--- src/rtl/acmpc_pkg.sv ---
package acmpc_pkg;
    // register byte offsets
    localparam logic [7:0] ADDR_DEBUG_CTRL = 8'h09;
    localparam logic [7:0] ADDR_COMP_CTRL_BASE = 8'h10;
    localparam logic [7:0] ADDR_COMP_STATUS = 8'h20;
    localparam logic [7:0] DEBUG_CTRL_RESET = 8'h00;
    localparam logic [31:0] COMP_CTRL_RESET = 32'h0003_0000;
    // control field positions
    localparam int POS_ENABLE = 1;
    localparam int POS_SINGLE = 2;
    localparam int POS_START = 3;
    localparam int POS_SWAP = 15;
    localparam int POS_SPEED_LO = 16;
    localparam int POS_HYSTERESIS_LEVEL_ON = 19;
    localparam int POS_HYSTERESIS_LEVEL_LO = 20;
    localparam int POS_FILT_LO = 24;
    // filter codes
    localparam logic [2:0] FILT_OFF = 3'h0;
    localparam logic [2:0] FILT_MAJORITY_OF_THREE = 3'h1;
    localparam logic [2:0] FILT_MAJORITY_OF_FIVE = 3'h2;
    // cycles taken by one comparison
    localparam logic [3:0] COMPARE_CYCLES = 4'h4;
    typedef enum {ACMPC_IDLE, ACMPC_BUSY} acmpc_state_t;
endpackage

--- src/rtl/acmpc_chan_if.sv ---
`timescale 1ns/1ns
`default_nettype none
interface acmpc_chan_if;
    logic run;
    logic single;
    logic start;
    logic swap;
    logic [2:0] filt;
    logic raw_pos_gt_neg;
    logic result;
    logic busy;
    logic done;
    modport ctrl (output run, output single, output start, output swap, output filt,
        output raw_pos_gt_neg, input result, input busy, input done);
    modport chan (input run, input single, input start, input swap, input filt,
        input raw_pos_gt_neg, output result, output busy, output done);
endinterface
`default_nettype wire

--- src/rtl/acmpc_channel.sv ---
`timescale 1ns/1ns
`default_nettype none
module acmpc_channel (
    input wire logic clk_i,
    input wire logic sys_rst_i,
    acmpc_chan_if.chan ch
);
    acmpc_pkg::acmpc_state_t state, next_state;
    logic [3:0] cnt, next_cnt;
    logic [3:0] hist, next_hist;
    logic result, next_result;
    logic done, next_done;
    logic sample;
    logic vote3, vote5;

    // swapped inputs give an inverted result
    assign sample = ch.raw_pos_gt_neg ^ ch.swap;
    // majority of the new sample and the latest two or four kept ones
    assign vote3 = (sample & hist[0]) | (sample & hist[1]) | (hist[0] & hist[1]);
    assign vote5 = ({2'h0, sample} + {2'h0, hist[0]} + {2'h0, hist[1]}
        + {2'h0, hist[2]} + {2'h0, hist[3]}) >= 3'h3;

    // comparison sequencer; a started comparison always finishes
    always_comb begin
        next_state = state;
        next_cnt = cnt;
        next_hist = hist;
        next_result = result;
        next_done = 1'b0;
        unique case (state)
            acmpc_pkg::ACMPC_IDLE: begin
                if (ch.run && (ch.start || !ch.single)) begin
                    next_state = acmpc_pkg::ACMPC_BUSY;
                    next_cnt = acmpc_pkg::COMPARE_CYCLES;
                end
            end
            acmpc_pkg::ACMPC_BUSY: begin
                if (cnt == 4'h1) begin
                    next_state = acmpc_pkg::ACMPC_IDLE;
                    next_done = 1'b1;
                    next_hist = {hist[2:0], sample};
                    if (ch.filt == acmpc_pkg::FILT_MAJORITY_OF_THREE) begin
                        next_result = vote3;
                    end else if (ch.filt == acmpc_pkg::FILT_MAJORITY_OF_FIVE) begin
                        next_result = vote5;
                    end else begin
                        next_result = sample;
                    end
                end else begin
                    next_cnt = cnt - 4'h1;
                end
            end
        endcase
    end

    always_ff @(posedge clk_i) begin
        if (sys_rst_i) begin
            state <= acmpc_pkg::ACMPC_IDLE;
            cnt <= 4'h0;
            hist <= 4'h0;
            result <= 1'b0;
            done <= 1'b0;
        end else begin
            state <= next_state;
            cnt <= next_cnt;
            hist <= next_hist;
            result <= next_result;
            done <= next_done;
        end
    end

    assign ch.result = result;
    assign ch.done = done;
    assign ch.busy = (state == acmpc_pkg::ACMPC_BUSY);
endmodule
`default_nettype wire

--- src/rtl/acmpc_top.sv ---
// Summary of operation
// - debug_keep_running 0 and debugger halt: comparator unit stops.
// - a comparison in progress at halt entry still completes.
// - debug_keep_running 1: comparators keep running during debugger halt.
// - debug_keep_running at bit 0 survives software reset.
// - filter 0 none, 1 majority_of_three, 2 majority_of_five, 3..7 reserved.
// - hysteresis_level bits 21:20 act only while hysteresis_on set.
// - hysteresis applies only in continuous mode, single-shot bit 2 at 0.
// - hysteresis_on bit 19 turns hysteresis off at 0, on at 1.
// - swap bit 15 exchanges input selects and inverts the result.
// - hysteresis, speed and swap fields write directly, no synchronisation.
`timescale 1ns/1ns
`default_nettype none
module acmpc_top #(
    parameter int NUM_CHAN = 2
) (
    input wire logic clk_i,
    input wire logic sys_rst_i,
    input wire logic soft_rst_i,
    input wire logic debug_halt_i,
    input wire logic [NUM_CHAN-1:0] raw_compare_i,
    input wire logic [7:0] addr_i,
    input wire logic [31:0] wdata_i,
    input wire logic wr_i,
    input wire logic rd_i,
    output logic [31:0] rdata_o,
    output logic [NUM_CHAN-1:0] result_o,
    output logic [NUM_CHAN-1:0] swap_inputs_o,
    output logic [NUM_CHAN-1:0] hysteresis_active_o,
    output logic [2*NUM_CHAN-1:0] hysteresis_level_o,
    output logic [2*NUM_CHAN-1:0] speed_o
);
    // debug control, cleared only by the system reset
    logic debug_keep_running, next_debug_keep_running;
    logic [31:0] rdata, next_rdata;
    logic halt_s1, halt_s2;
    logic [NUM_CHAN-1:0] raw_s1, raw_s2;
    logic [31:0] ctrl [NUM_CHAN];
    logic [31:0] next_ctrl [NUM_CHAN];
    logic [NUM_CHAN-1:0] res_w, busy_w, start_pend, next_start_pend;
    logic [NUM_CHAN-1:0] res_q, swap_q, hact_q;
    logic [2*NUM_CHAN-1:0] hlev_q, speed_q;
    logic unit_run;

    // two-stage synchronisers for pins
    always_ff @(posedge clk_i) begin
        if (sys_rst_i) begin
            halt_s1 <= 1'b0;
            halt_s2 <= 1'b0;
            raw_s1 <= '0;
            raw_s2 <= '0;
        end else begin
            halt_s1 <= debug_halt_i;
            halt_s2 <= halt_s1;
            raw_s1 <= raw_compare_i;
            raw_s2 <= raw_s1;
        end
    end

    // unit runs unless halted with keep-running clear
    assign unit_run = !halt_s2 || debug_keep_running;

    // debug register next value
    always_comb begin
        next_debug_keep_running = debug_keep_running;
        if (wr_i && addr_i == acmpc_pkg::ADDR_DEBUG_CTRL) begin
            next_debug_keep_running = wdata_i[0];
        end
    end

    // only the system reset clears it, soft reset leaves it
    always_ff @(posedge clk_i) begin
        if (sys_rst_i) begin
            debug_keep_running <= acmpc_pkg::DEBUG_CTRL_RESET[0];
        end else begin
            debug_keep_running <= next_debug_keep_running;
        end
    end

    genvar gi;
    generate
        for (gi = 0; gi < NUM_CHAN; gi++) begin : g_chan
            acmpc_chan_if cif ();
            logic en;
            logic [31:0] wmask;
            logic wsel;

            assign en = ctrl[gi][acmpc_pkg::POS_ENABLE];
            assign wsel = wr_i && (addr_i == acmpc_pkg::ADDR_COMP_CTRL_BASE
                + 8'(4 * gi));

            // level, speed and swap locked while enabled
            always_comb begin
                wmask = 32'h0700_000e | 32'h0008_0000;
                if (!en) begin
                    wmask = wmask | 32'h0033_8000;
                end
            end

            // control register next value, written directly
            always_comb begin
                next_ctrl[gi] = ctrl[gi];
                next_start_pend[gi] = start_pend[gi];
                // the channel takes a pending start as it leaves idle
                if (start_pend[gi] && !busy_w[gi] && cif.run) begin
                    next_start_pend[gi] = 1'b0;
                end
                // a new start written in the same cycle wins over the take
                if (wsel) begin
                    next_ctrl[gi] = (ctrl[gi] & ~wmask) | (wdata_i & wmask);
                    next_ctrl[gi][acmpc_pkg::POS_START] = 1'b0;
                    if (wdata_i[acmpc_pkg::POS_START]) begin
                        next_start_pend[gi] = 1'b1;
                    end
                end
                if (!next_ctrl[gi][acmpc_pkg::POS_ENABLE]) begin
                    next_start_pend[gi] = 1'b0;
                end
            end

            always_ff @(posedge clk_i) begin
                if (sys_rst_i || soft_rst_i) begin
                    ctrl[gi] <= acmpc_pkg::COMP_CTRL_RESET;
                    start_pend[gi] <= 1'b0;
                end else begin
                    ctrl[gi] <= next_ctrl[gi];
                    start_pend[gi] <= next_start_pend[gi];
                end
            end

            assign cif.run = en && unit_run;
            assign cif.single = ctrl[gi][acmpc_pkg::POS_SINGLE];
            assign cif.start = start_pend[gi];
            assign cif.swap = ctrl[gi][acmpc_pkg::POS_SWAP];
            assign cif.filt = ctrl[gi][acmpc_pkg::POS_FILT_LO +: 3];
            assign cif.raw_pos_gt_neg = raw_s2[gi];
            assign res_w[gi] = cif.result;
            assign busy_w[gi] = cif.busy;

            acmpc_channel u_chan (
                .clk_i(clk_i),
                .sys_rst_i(sys_rst_i),
                .ch(cif.chan)
            );

            // registered analog controls
            always_ff @(posedge clk_i) begin
                if (sys_rst_i) begin
                    res_q[gi] <= 1'b0;
                    swap_q[gi] <= 1'b0;
                    hact_q[gi] <= 1'b0;
                    hlev_q[2*gi +: 2] <= 2'h0;
                    speed_q[2*gi +: 2] <= 2'h0;
                end else begin
                    res_q[gi] <= res_w[gi];
                    swap_q[gi] <= ctrl[gi][acmpc_pkg::POS_SWAP];
                    hact_q[gi] <= ctrl[gi][acmpc_pkg::POS_HYSTERESIS_LEVEL_ON]
                        && !ctrl[gi][acmpc_pkg::POS_SINGLE];
                    hlev_q[2*gi +: 2] <= (ctrl[gi][acmpc_pkg::POS_HYSTERESIS_LEVEL_ON]
                        && !ctrl[gi][acmpc_pkg::POS_SINGLE])
                        ? ctrl[gi][acmpc_pkg::POS_HYSTERESIS_LEVEL_LO +: 2] : 2'h0;
                    speed_q[2*gi +: 2] <= ctrl[gi][acmpc_pkg::POS_SPEED_LO +: 2];
                end
            end
        end
    endgenerate

    // read mux, data valid one cycle after the strobe
    always_comb begin
        next_rdata = 32'h0000_0000;
        if (rd_i) begin
            if (addr_i == acmpc_pkg::ADDR_DEBUG_CTRL) begin
                next_rdata = {31'h0, debug_keep_running};
            end else if (addr_i == acmpc_pkg::ADDR_COMP_STATUS) begin
                next_rdata[NUM_CHAN-1:0] = res_w;
                next_rdata[8 +: NUM_CHAN] = busy_w;
            end
            for (int i = 0; i < NUM_CHAN; i++) begin
                if (addr_i == acmpc_pkg::ADDR_COMP_CTRL_BASE + 8'(4 * i)) begin
                    next_rdata = ctrl[i];
                end
            end
        end
    end

    always_ff @(posedge clk_i) begin
        if (sys_rst_i) begin
            rdata <= 32'h0000_0000;
        end else begin
            rdata <= next_rdata;
        end
    end

    assign rdata_o = rdata;
    assign result_o = res_q;
    assign swap_inputs_o = swap_q;
    assign hysteresis_active_o = hact_q;
    assign hysteresis_level_o = hlev_q;
    assign speed_o = speed_q;
endmodule
`default_nettype wire

--- config.mk ---
export PLATFORM = sky130hd
export DESIGN_NAME = acmpc_top
export DESIGN_NICKNAME = d
export VERILOG_FILES = /design/src/rtl/acmpc_pkg.sv /design/src/rtl/acmpc_chan_if.sv /design/src/rtl/acmpc_channel.sv /design/src/rtl/acmpc_top.sv
export SDC_FILE = /design/constraint.sdc
export NUM_CORES = 1
export LEC_CHECK = 0
export BUFFER_PORTS_ARGS = -buffer_cell sky130_fd_sc_hd__buf_2
export CORE_AREA = 10 10 89 91
export DETAILED_ROUTE_END_ITERATION = 10
export DIE_AREA = 0 0 99 101
export MAX_ROUTING_LAYER = met4
export PLACE_DENSITY = 0.82
export SLEW_MARGIN = 20
export SYNTH_ARGS = -nofsm -noshare
export SYNTH_HDL_FRONTEND = slang
export SYNTH_SLANG_ARGS = --single-unit
--- constraint.sdc ---
create_clock -name clk_i -period 4.3 [get_ports clk_i]
set_clock_uncertainty 0.2 [all_clocks]
set_input_delay 0.215 -clock clk_i [delete_from_list [all_inputs] [get_ports clk_i]]
set_output_delay 0.215 -clock clk_i [all_outputs]
set_load 0.02 [all_outputs]
---- Word level (Yosys, flattened, before mapping) ----
Memories as Yosys holds them, arrays and structs flattened.
Cells that the tools add are included.
operators by class
  add/subtract/negate cells ............... 10
  $mul .................................... 0
  div/mod/pow operators ................... 0
  order comparisons ....................... 2
  equal/unequal tests ..................... 20
  shift-type cells ........................ 0
  multiplexer cells ....................... 37
  bitwise operators ....................... 27
  reductions and logical operators ........ 35
operators with widths
  operator                                           count
  two-way mux 32 bit                                 10
  AND 32 bit                                         4
  one-hot mux 32 bit (2 select lines)                2
  == test 32 x 1 -> 1 bit (second input constant)    2
  == test 32 x 2 -> 1 bit (second input constant)    2
  logical NOT 32 bit                                 2
  NOT 32 bit                                         2
  bitwise OR 32 bit                                  2
  two-way mux 22 bit                                 2
  adder 3 x 1 -> 3 bit                               6
  == test 8 x 5 -> 1 bit (second input constant)     2
  two-way mux 4 bit                                  4
  one-hot mux 4 bit (2 select lines)                 2
  logical AND 1 bit                                  13
  two-way mux 1 bit                                  13
  AND reduction 2 bit                                6
  OR reduction 2 bit                                 5
  == test 4 x 1 -> 1 bit (second input constant)     2
  == test 8 x 4 -> 1 bit (second input constant)     1
  == test 8 x 6 -> 1 bit (second input constant)     1
  two-way mux 2 bit                                  4
  != test 2 x 1 -> 1 bit (second input constant)     4
  subtractor 4 x 1 -> 4 bit (second input constant)  2
  AND 1 bit                                          6
  10 further kinds                                   32
storage, ports and cells
  flip-flop bits (word level) ............. 137
  bits in latches ......................... 0
  bits in writable memories ............... 64
  bits in read-only memories .............. 0
  input port bits ......................... 48
  output and inout port bits .............. 46
  word-level logic and storage cells ...... 158
  memories kept ........................... 1
memories
  memory  depth  width  read ports  clocked after memory_dff  write ports  RTL line         text
  ctrl    2      32     2           0                         2            acmpc_top.sv:38  logic [31:0] ctrl [NUM_CHAN];

---- Longest topological paths before layout ----
Gate-level depths: netlist (run 1).
An unclocked memory read counts as a cell.
  depth in word-level cells ............... 9
  depth in mapped cells ................... 12
  gate-level depth less buffers ........... 12

---- Cells and area by module ----
Synthesis (run 1) repeated with hierarchy kept, for this count alone.
unflattened totals
  cells, all modules ...................... 360
  area, all modules ....................... 3538.4 um2
by module, submodules not included
  module         instances  cells each  area each (um2)  sequential area each (um2)
  acmpc_top      1          222         2259.7           1181.1
  acmpc_channel  2          69          639.4            220.2

---- Worst setup path after synthesis (run 1) ----
Ideal clock, no wire load.
  path type ............................... register -> register
  start ................................... reg (tool-made name)
  end ..................................... reg g_chan[1].u_chan.result
  library setup time ...................... 0.091 ns
  data arrival time ....................... 2.587 ns
  data required time ...................... 4.009 ns
  path slack .............................. 1.422 ns
  cell stages (with the launch flop) ...... 13
  path buffers ............................ 0
  clock period less this slack ............ 2.878 ns
  cell sequence ........................... dfxtp_1 -> xor2_1 -> ha_1 -> inv_1 -> fa_1 -> inv_1 -> ha_1 -> inv_1 -> fa_1 -> nand2b_1 -> a21oi_1 -> o21bai_1 -> a311oi_1
RTL lines
  element                 RTL line             text
  end signal: assignment  acmpc_channel.sv:67  result <= next_result;
  end: declaration        acmpc_channel.sv:11  logic result, next_result;

==> results of run 1 <==
## final timing paths
path / cells past startpoint / startpoint / end / slack [ns]
min: 4 / addr_i[6] / rdata_o[1] / 0.02
min reg2reg: 1 / raw_s1[1] / raw_s2[1] / 0.24
max: 12 / flip-flop / g_chan[1].u_chan.ch.result / 1.16
max reg2reg: 12 / flip-flop / g_chan[1].u_chan.ch.result / 1.16
## logic make-up (layout without fill, tap and decap cells)
| family | Yosys count | after routing | synth area share, % |
|---|---|---|---|
| adder cells (fa/ha/maj) | 14 | 14 | 6.49 |
| multiplexers | 13 | 13 | 3.83 |
| other | 1 | 18 | 0.110 |
| AO/OA/AOI/OAI | 51 | 51 | 9.36 |
| XOR/XNOR | 8 | 8 | 2.06 |
| buffers and inverters | 54 | 111 | 8.55 |
| AND/OR/NAND/NOR | 146 | 146 | 23.0 |
| flip-flops | 79 | 79 | 46.6 |
## metrics by stage
| stage | setup WS, ns | total power, mW | hold slack, ns | instance area, sq um |
|---|---|---|---|---|
| after detailed placement | 1.17 | 0.820 | 0.224 | 3630 |
| after CTS | 1.12 | 1.44 | 0.0114 | 4040 |
| final | 1.16 | 1.44 | 0.0201 | 4040 |
| after floorplan | 1.42 | 0.808 | 0.0984 | 3460 |
| after global routing | 0.942 | 1.47 | 0.0487 | 4040 |
| after global placement | 1.24 | 0.819 | 0.224 | 3630 |
## area by class of cell
type / instances / area, sq um
clock buffer: 10 / 138
clock inverter: 6 / 90.1
tap: 77 / 96.3
inverter: 20 / 75.1
sequential: 79 / 1580
fill: 489 / 2170
timing repair buffer: 75 / 468
multi-input combinational: 250 / 1590
## placed cells by master, fill, tap and decap left out, drive strengths merged, types with 6 or more instances in the layout
master	instances
ha	8
nor3	6
nand2b	7
nor2b	18
buf	57
dlygate4sd3	18
and2	7
a22oi	10
nand3	33
a21oi	24
mux2i	13
inv	22
nor2	30
fa	6
clkbuf	10
dfxtp	79
conb	18
nand2	24
## critical path, cell delays in order, from the launching register on
cell and delay (ns):
dfxtp_1 0.39, xor2_1 0.43, ha_1 0.20, inv_1 0.05
fa_1 0.52, inv_1 0.04, ha_1 0.18, inv_1 0.07
fa_1 0.40, nand2b_1 0.16, a21oi_1 0.14, o21bai_1 0.08
a311oi_1 0.19
## where the power goes
part           total [mW]  internal [mW]  switching (mW)
Sequential          0.737          0.736         0.00149
Clock               0.621          0.346           0.275
Combinational      0.0798         0.0286          0.0511
Total                1.44           1.11           0.328
## per-layer routing
layer  global-route usage [%]  wire length [microns]
met5                        -                      0
met4                     6.06                    110
met3                     3.98                    292
met2                     27.7                   4070
met1                     16.9                   3220
## what timing repair did
item / 4_1_cts / 5_1_grt
resized for setup: 0 / 0
hold endpoints to repair: 29 / 0
setup buffers: 0 / 0
hold buffers: 18 / 0
==> results by group, run 1 <==
Global routing
  • Vias in the first global route: 2762
  • Largest net degree at the start of global routing: 42
  • GR Util All Layers: 15.9%
  • First-pass GRT wire length: 12800 microns
  • Grt ovf: 0
  • Antenna violations before repair: 0

Synth
  • Yosys top cell area share: 46.6%
  • Cells after synthesis: 366
  • Synth Warn #: 0
  • Cell Area, Synth: 3400 sq um
  • Synth unique cells: 42
  • Top FF cell, synth: dfxtp_1
  • Mean Syn Cell Area: 9.28 sq um
  • Synth Register Bits: 79
  • Register area share after synthesis: 46.6%
  • Synth cell count leaders: 79 x dfxtp_1, 33 x nand3_1, 30 x nor2_1
  • Top post-synthesis cells by area: dfxtp_1 47%, nand3_1 4.9%, buf_4 4.6%, mux2i_1 3.8%, a21oi_1 3.5%
  • EDFF count, synth: 0
  • Async SR Flop Fraction: 0%
  • Most frequent cell after synthesis: dfxtp_1
  • Yosys top cell by area: dfxtp_1

Finish
  • Ratio of cells with drive above 1 in the final layout: 18.4%
  • Layout Utilization: 65.1%
  • Ant diodes: 0
  • Finished Layout Cells: 517
  • Area delta synth->final: 18.9%
  • Final nets: 497

CTS
  • Clk slew on worst S/H paths: 0.08 ns
  • Clk Latency, worst-skew pair: 0.35 ns
  • CTS sink count: 79
  • TritonCTS clock tree: built
  • CTS Buffer Depth: 2
  • Root Buffer: clkbuf_8
  • Htree depth: 3
  • Total CTS buffers: 9

Placement
  • Final RePlAce weighted congestion: 0.840
  • DP Wirelength: 5400 microns
  • # placed instances: 483
  • Port bufs: 56

Route
  • WL per Instance: 14.9 microns
  • Drc violations: 0
  • TritonRoute pass-1 iters: 4
  • Via count: 2697
  • Total length of routed wires: 7700 microns
  • Antenna-violating nets left: 0
  • DR iter-0 viols: 130
  • Vias per cell: 5.22

STA
  • Period Utilization, post-route: 73.1%
  • RSZ-0062 raised after global routing: false
  • Fmax achieved: 318 MHz
  • Final Max Slew Viols: 0
  • Final hold violation count: 0
  • Tightest Pin Transition: 0.762 ns
  • Max transition margin: 49.2%
  • Fin crit period: 3.14 ns
  • Final Setup Violations: 0
  • Post-route setup TNS: 0 ns

Floorplan
  • Starting Density: 54.7%
  • Vert. Die Dim: 101 microns
  • Row Count: 29
  • Die footprint: 10000 sq um
  • Core footprint: 6200 sq um
  • Ports: 94
  • Die span in x: 99 microns

Critical path
  • Crit end category: flip-flop
  • WP data arrival: 3.20 ns
  • CP required: 4.36 ns
  • Worst Path Max Fanout: 6
  • Startpoint Class: flip-flop
  • WS Path Type: reg -> reg

Power
  • Static Leak: 1.68 nW
  • VDD IR max: 326 uV
  • Pwr dens: 356 nW/um^2

Outcome
  • Status: finished clean

Worst hold path
  • Worst hold path type: in -> reg

Run
  • Max_cap viols: 0
No activity file was read; power rests on OpenSTA's default activity.
==> run 2, diff against run 1 <==
- ABC_AREA: unset -> 1
- CORE_AREA: 10 10 89 91 -> 10 10 99 101
- DIE_AREA: 0 0 99 101 -> 0 0 109 111
- PLACE_DENSITY: 0.82 -> 0.73
- clock period: 4.3 -> 2.6 ns (I/O delays scaled with it)
==> run 2 against run 1 <==
  * The flow now finishes with violations (negative setup slack)
  * Non-clock buffer count up 14
  * Via count up 20%
  * Register-to-register slack worse by 1.3 ns
  * Final cell count up 32%
  * Cell area up 10%
  * Total power up 57%
  * Combinational power up 110%
  * Synthesized cell count up 32%
  * Synthesized area up 7.6%
  * Die area up 21%
==> results by group, run 2 <==
Outcome
  • Status: finished with violations
  • Failing checks: negative setup slack

Synth
  • Top post-synthesis cells by area: dfxtp_1 43%, nor2_1 8.7%, inv_1 8.1%, nand2_1 6.9%, nand3_1 4.2%
  • Top FF cell, synth: dfxtp_1
  • Cells after synthesis: 483
  • Yosys top cell area share: 43.3%
  • Synth Warn #: 0
  • Yosys top cell by area: dfxtp_1
  • Cell Area, Synth: 3650 sq um
  • Synth cell count leaders: 85 x nor2_1, 79 x dfxtp_1, 79 x inv_1
  • Mean Syn Cell Area: 7.57 sq um
  • Register area share after synthesis: 43.3%
  • Most frequent cell after synthesis: nor2_1
  • EDFF count, synth: 0
  • Synth Register Bits: 79
  • Async SR Flop Fraction: 0%
  • Synth unique cells: 33

Critical path
  • Crit end category: flip-flop
  • WS Path Type: reg -> reg
  • RR Startpoint: raw_s2[0]
  • CP required: 2.68 ns
  • Worst Setup SP: raw_s2[0]
  • WP data arrival: 2.81 ns
  • Startpoint Class: flip-flop
  • Worst Path Max Fanout: 2
  • R2R cell count: 14

STA
  • Fin crit period: 2.73 ns
  • Worst Slack Setup Final: -0.128 ns
  • Tightest Pin Transition: 0.559 ns
  • RSZ-0062 raised after global routing: true
  • Worst Hold Slack: 0.0259 ns
  • Final hold violation count: 0
  • Max transition margin: 62.7%
  • Final Max Slew Viols: 0
  • Period Utilization, post-route: 105%
  • Final Setup Violations: 2
  • Fmax achieved: 367 MHz
  • Post-route setup TNS: -0.148 ns

Route
  • TritonRoute pass-1 iters: 6
  • DR iter-0 viols: 195
  • Total length of routed wires: 9210 microns
  • Drc violations: 0
  • WL per Instance: 13.5 microns
  • Vias per cell: 4.76
  • Antenna-violating nets left: 0
  • Via count: 3247

Floorplan
  • Row Count: 33
  • Starting Density: 45.9%
  • Die span in x: 109 microns
  • Die footprint: 12100 sq um
  • Core footprint: 7970 sq um
  • Ports: 94
  • Vert. Die Dim: 111 microns

Finish
  • Filler cells: 741
  • Ratio of cells with drive above 1 in the final layout: 22.9%
  • Area delta synth->final: 21.8%
  • Most common cell after layout, fill and taps aside: nor2_1
  • Final nets: 635
  • Finished Layout Cells: 682
  • Ant diodes: 0
  • Most frequent cells in the layout: 85 x nor2_1, 75 x dfxtp_1, 73 x inv_1

Power
  • VDD IR max: 262 uV
  • Static Leak: 2.06 nW
  • Pwr dens: 508 nW/um^2

Worst hold path
  • Cells on Worst Hold Path: 6
  • Worst hold path type: in -> reg
  • HP Start: addr_i[3]

CTS
  • CTS Buffer Depth: 2
  • Htree depth: 3
  • TritonCTS clock tree: built
  • CTS sink count: 79
  • Clk Latency, worst-skew pair: 0.36 ns
  • Total CTS buffers: 9
  • Root Buffer: clkbuf_8
  • Clk slew on worst S/H paths: 0.08 ns

Global routing
  • Vias in the first global route: 3185
  • Largest net degree at the start of global routing: 27
  • First-pass GRT wire length: 14800 microns
  • Antenna violations before repair: 0
  • GR Util All Layers: 15.8%
  • Grt ovf: 0

Placement
  • DP Wirelength: 6550 microns
  • Final RePlAce weighted congestion: 0.845
  • Port bufs: 56
  • # placed instances: 640

Run
  • Max_cap viols: 0
[run 2: cell types whose count changed after synthesis, moves of 10 or more]
cell	change
nand2_1	+43
o21ai_0	+14
a22oi_1	-10
nor2b_1	-18
nand2_2	+13
nor2_1	+55
mux2i_1	-13
inv_1	+59
[run 2: logic make-up after synthesis]
| logic type | count (synthesis) | synth area share (%) |
|---|---|---|
| buffers and inverters | 109 | 13.7 |
| XOR/XNOR | 2 | 0.479 |
| flip-flops | 79 | 43.3 |
| AO/OA/AOI/OAI | 49 | 6.81 |
| other | 1 | 0.103 |
| AND/OR/NAND/NOR | 229 | 29.6 |
| adder cells (fa/ha/maj) | 14 | 6.03 |
[run 2: stage by stage]
stage / instance area, sq um / utilization [%] / setup WS (ns) / total power [mW]
after floorplan: 3740 / - / -0.0249 / 1.36
after global placement: 4000 / 50.2 / -0.0287 / 1.38
after detailed placement: 4000 / 50.2 / -0.149 / 1.39
after CTS: 4440 / 55.7 / -0.116 / 2.27
after global routing: 4450 / 55.9 / -0.234 / 2.35
final: 4450 / 55.9 / -0.128 / 2.26
[run 2: layout make-up]
| class | count | area (sq um) | area share (%) |
|---|---|---|---|
| tap | 105 | 131 | 2.95 |
| multi-input combinational | 312 | 1670 | 37.5 |
| inverter | 82 | 308 | 6.91 |
| sequential | 79 | 1590 | 35.6 |
| clock buffer | 10 | 128 | 2.87 |
| clock inverter | 5 | 50.0 | 1.12 |
| timing repair buffer | 89 | 577 | 13.0 |
[run 2: worst paths after layout]
check / endpoint / slack [ns]
worst min register to register: raw_s2[0] / 0.20
worst min-delay path: debug_keep_running / 0.03
worst max-delay path: g_chan[0].u_chan.ch.result / -0.13
worst max register to register: g_chan[0].u_chan.ch.result / -0.13
[run 2: critical path: stages (launching register included)]
cell and delay, ns:
dfxtp_2 0.33, xnor2_2 0.18, inv_2 0.08, ha_4 0.26, inv_2 0.03, fa_1 0.43, inv_1 0.10, ha_2 0.17
inv_2 0.03, fa_1 0.43, inv_1 0.07, nand2_1 0.05, nand4_1 0.07, nand3_1 0.07, a21oi_1 0.17
[run 2: power by group]
part	total [mW]	internal (mW)	switching, mW	leakage, nW
clock	0.871	0.432	0.439	0.0957
combinational	0.171	0.0630	0.108	1.33
sequential	1.22	1.22	0.00331	0.641
total	2.26	1.71	0.551	2.06
[run 2: timing repair]
| item | in CTS | in global routing |
|---|---|---|
| setup buffers | 10 | 0 |
| gates resized for setup | 6 | 5 |
| endpoints found under the hold margin | 29 | 0 |
| pin swaps | 11 | 9 |
| endpoints found under the setup margin | 2 | 2 |
| hold buffers | 18 | 0 |
[run 2: metal layers]
metal  track usage [%]  part of all wire, %  vias to the layer above
met4              7.48                  3.1                        0
met2              26.1                   50                      112
met5                 -                    0                        -
met3              3.26                  4.7                       27
li1                  -                    -                     1626
met1              17.5                   42                     1482
==> run 3, diff against run 2 <==
- BUFFER_PORTS_ARGS: -buffer_cell sky130_fd_sc_hd__buf_2 -> unset
- CORE_AREA: 10 10 99 101 -> 10 10 92 94
- DIE_AREA: 0 0 109 111 -> 0 0 102 104
- DONT_BUFFER_PORTS: unset -> 1
- PLACE_DENSITY: 0.73 -> 0.71
==> run 3 against run 2 <==
  * The run still ends with negative setup slack left
  * Sequential power about the same
  * Largest power group unchanged
  * Via count rose by 1.6%
  * Critical endpoint unchanged
  * Worst setup slack improved by 0.039 ns
  * Combinational power fell by 5%
  * Sequential cell count unchanged
  * Critical path type unchanged
==> results by group, run 3 (same netlist as run 2, synthesis figures left out) <==
Outcome
  • Status: finished with violations
  • Failing checks: negative setup slack

Critical path
  • Critical Path, Cell by Cell: xnor2_2 > inv_2 > ha_4 > inv_2 > fa_1 > inv_1 > ha_2 > inv_2 > fa_1 > inv_1 > nand2_1 > nand4_1 > nand3_2 > a21oi_2
  • CP required: 2.65 ns
  • Startpoint Class: flip-flop
  • Worst path max stage delay: 0.47 ns
  • Worst Path Max Fanout: 2
  • Most used cell, CP: inv_2
  • RR Startpoint: raw_s2[0]
  • Worst Setup SP: raw_s2[0]
  • Crit end category: flip-flop
  • WS Path Type: reg -> reg
  • Buf/Inv on CP: 5
  • Critical path's slowest cell: fa_1
  • WP data arrival: 2.74 ns
  • CP top delay family: adder cells

STA
  • Final Setup Violations: 2
  • Worst Hold Slack: 0.00984 ns
  • Fmax achieved: 372 MHz
  • Max transition margin: 50.4%
  • Tightest Pin Transition: 0.741 ns
  • Period Utilization, post-route: 103%
  • RSZ-0062 raised after global routing: true
  • Worst Slack Setup Final: -0.0891 ns
  • Fin crit period: 2.69 ns
  • Final hold violation count: 0
  • Final Max Slew Viols: 0
  • Post-route setup TNS: -0.145 ns

Floorplan
  • Core footprint: 6680 sq um
  • Ports: 94
  • Starting Density: 54.7%
  • Die span in x: 102 microns
  • Die footprint: 10600 sq um
  • Vert. Die Dim: 104 microns
  • Row Count: 30

Global routing
  • Largest net degree at the start of global routing: 26
  • First-pass GRT wire length: 16000 microns
  • GR Util All Layers: 19.2%
  • Vias in the first global route: 3380
  • Grt ovf: 0
  • Antenna violations before repair: 1

CTS
  • Total CTS buffers: 9
  • CTS sink count: 79
  • Htree depth: 3
  • Clk Latency, worst-skew pair: 0.36 ns
  • Root Buffer: clkbuf_8
  • CTS Buffer Depth: 2
  • Clk slew on worst S/H paths: 0.09 ns
  • TritonCTS clock tree: built

Route
  • Antenna-violating nets left: 0
  • WL per Instance: 15.2 microns
  • Via count: 3299
  • Vias per cell: 5.08
  • Drc violations: 0
  • DR iter-0 viols: 239
  • Total length of routed wires: 9860 microns
  • TritonRoute pass-1 iters: 5

Placement
  • Port bufs: 0
  • DP Wirelength: 6340 microns
  • Setup WS pre-CTS: -0.172 ns
  • Final RePlAce weighted congestion: 0.842

Finish
  • Final nets: 626
  • Most frequent cells in the layout: 84 x nor2_1, 75 x dfxtp_1, 73 x inv_1
  • Ratio of cells with drive above 1 in the final layout: 14.2%
  • Filler cells: 511
  • Most common cell after layout, fill and taps aside: nor2_1
  • Layout Utilization: 69.9%
  • Area delta synth->final: 27.8%

Power
  • VDD IR max: 465 uV
  • Pwr dens: 507 nW/um^2
  • Static Leak: 2.11 nW

Run
  • Max_cap viols: 0

Worst hold path
  • Worst hold path type: in -> reg
  • HP Start: addr_i[0]
-- run 3: cell count changes in the layout (fill, tap and decap cells not counted), sizes merged, moves of 3 or more --
| cell | before | now |
|---|---|---|
| clkinv | 5 | 2 |
| inv | 81 | 86 |
| dlygate4sd3 | 18 | 64 |
| buf | 71 | 15 |
-- run 3: metal layers --
metal	up-vias	share of wire, %	global-route usage [%]
li1	1612	-	-
met1	1545	40	21.3
met2	121	51	32.1
met3	21	6.1	4.39
met4	0	2.5	7.96
met5	-	0	-
-- run 3: worst paths after layout --
path	to	slack [ns]	cells after the start
setup / recovery	g_chan[0].u_chan.ch.result	-0.09	14
hold / removal	rdata_o[0]	0.01	5
setup reg to reg	g_chan[0].u_chan.ch.result	-0.09	14
hold reg to reg	hysteresis_level_o[2]	0.26	2
-- run 3: cell type report --
class	instances	area (sq um)	area share, %
clock inverters	7	85.1	1.82
clock buffers	9	124	2.65
well taps	80	100	2.14
inverters	82	308	6.59
repair buffers	80	769	16.5
multi-input cells	312	1700	36.3
flip-flops and latches	79	1590	34.0
diodes	1	2.50	0.0536
-- run 3: where the power goes --
group	leakage, nW	switching, mW	total [mW]	internal [mW]
registers	0.641	0.00821	1.23	1.22
logic	1.36	0.0951	0.162	0.0674
clock network	0.107	0.516	0.981	0.466
total	2.11	0.619	2.37	1.75
-- run 3: through the flow --
| step | power, mW | cells | cell area [sq um] |
|---|---|---|---|
| 3_3_place_gp | 1.34 | 559 | 3690 |
| 3_5_place_dp | 1.34 | 559 | 3690 |
| 2_1_floorplan | 1.36 | 500 | 3740 |
| 5_1_grt | 2.43 | 650 | 4670 |
| 6_report | 2.37 | 650 | 4670 |
| 4_1_cts | 2.37 | 649 | 4640 |
-- run 3: worst reg2reg max path, cell delays in order, from the launching register on --
cell and delay, ns:
dfxtp_2 0.34, xnor2_2 0.19, inv_2 0.08, ha_4 0.27, inv_2 0.03, fa_1 0.42, inv_1 0.07, ha_2 0.17
inv_2 0.04, fa_1 0.47, inv_1 0.04, nand2_1 0.05, nand4_1 0.09, nand3_2 0.09, a21oi_2 0.06
-- run 3: timing repair --
action | 4_1_cts | 5_1_grt
endpoints found under the setup margin | 2 | 5
hold buffers | 65 | 0
hold endpoints to repair | 75 | 0
pin swaps | 10 | 11
gates resized for setup | 8 | 10
setup buffers | 9 | 1
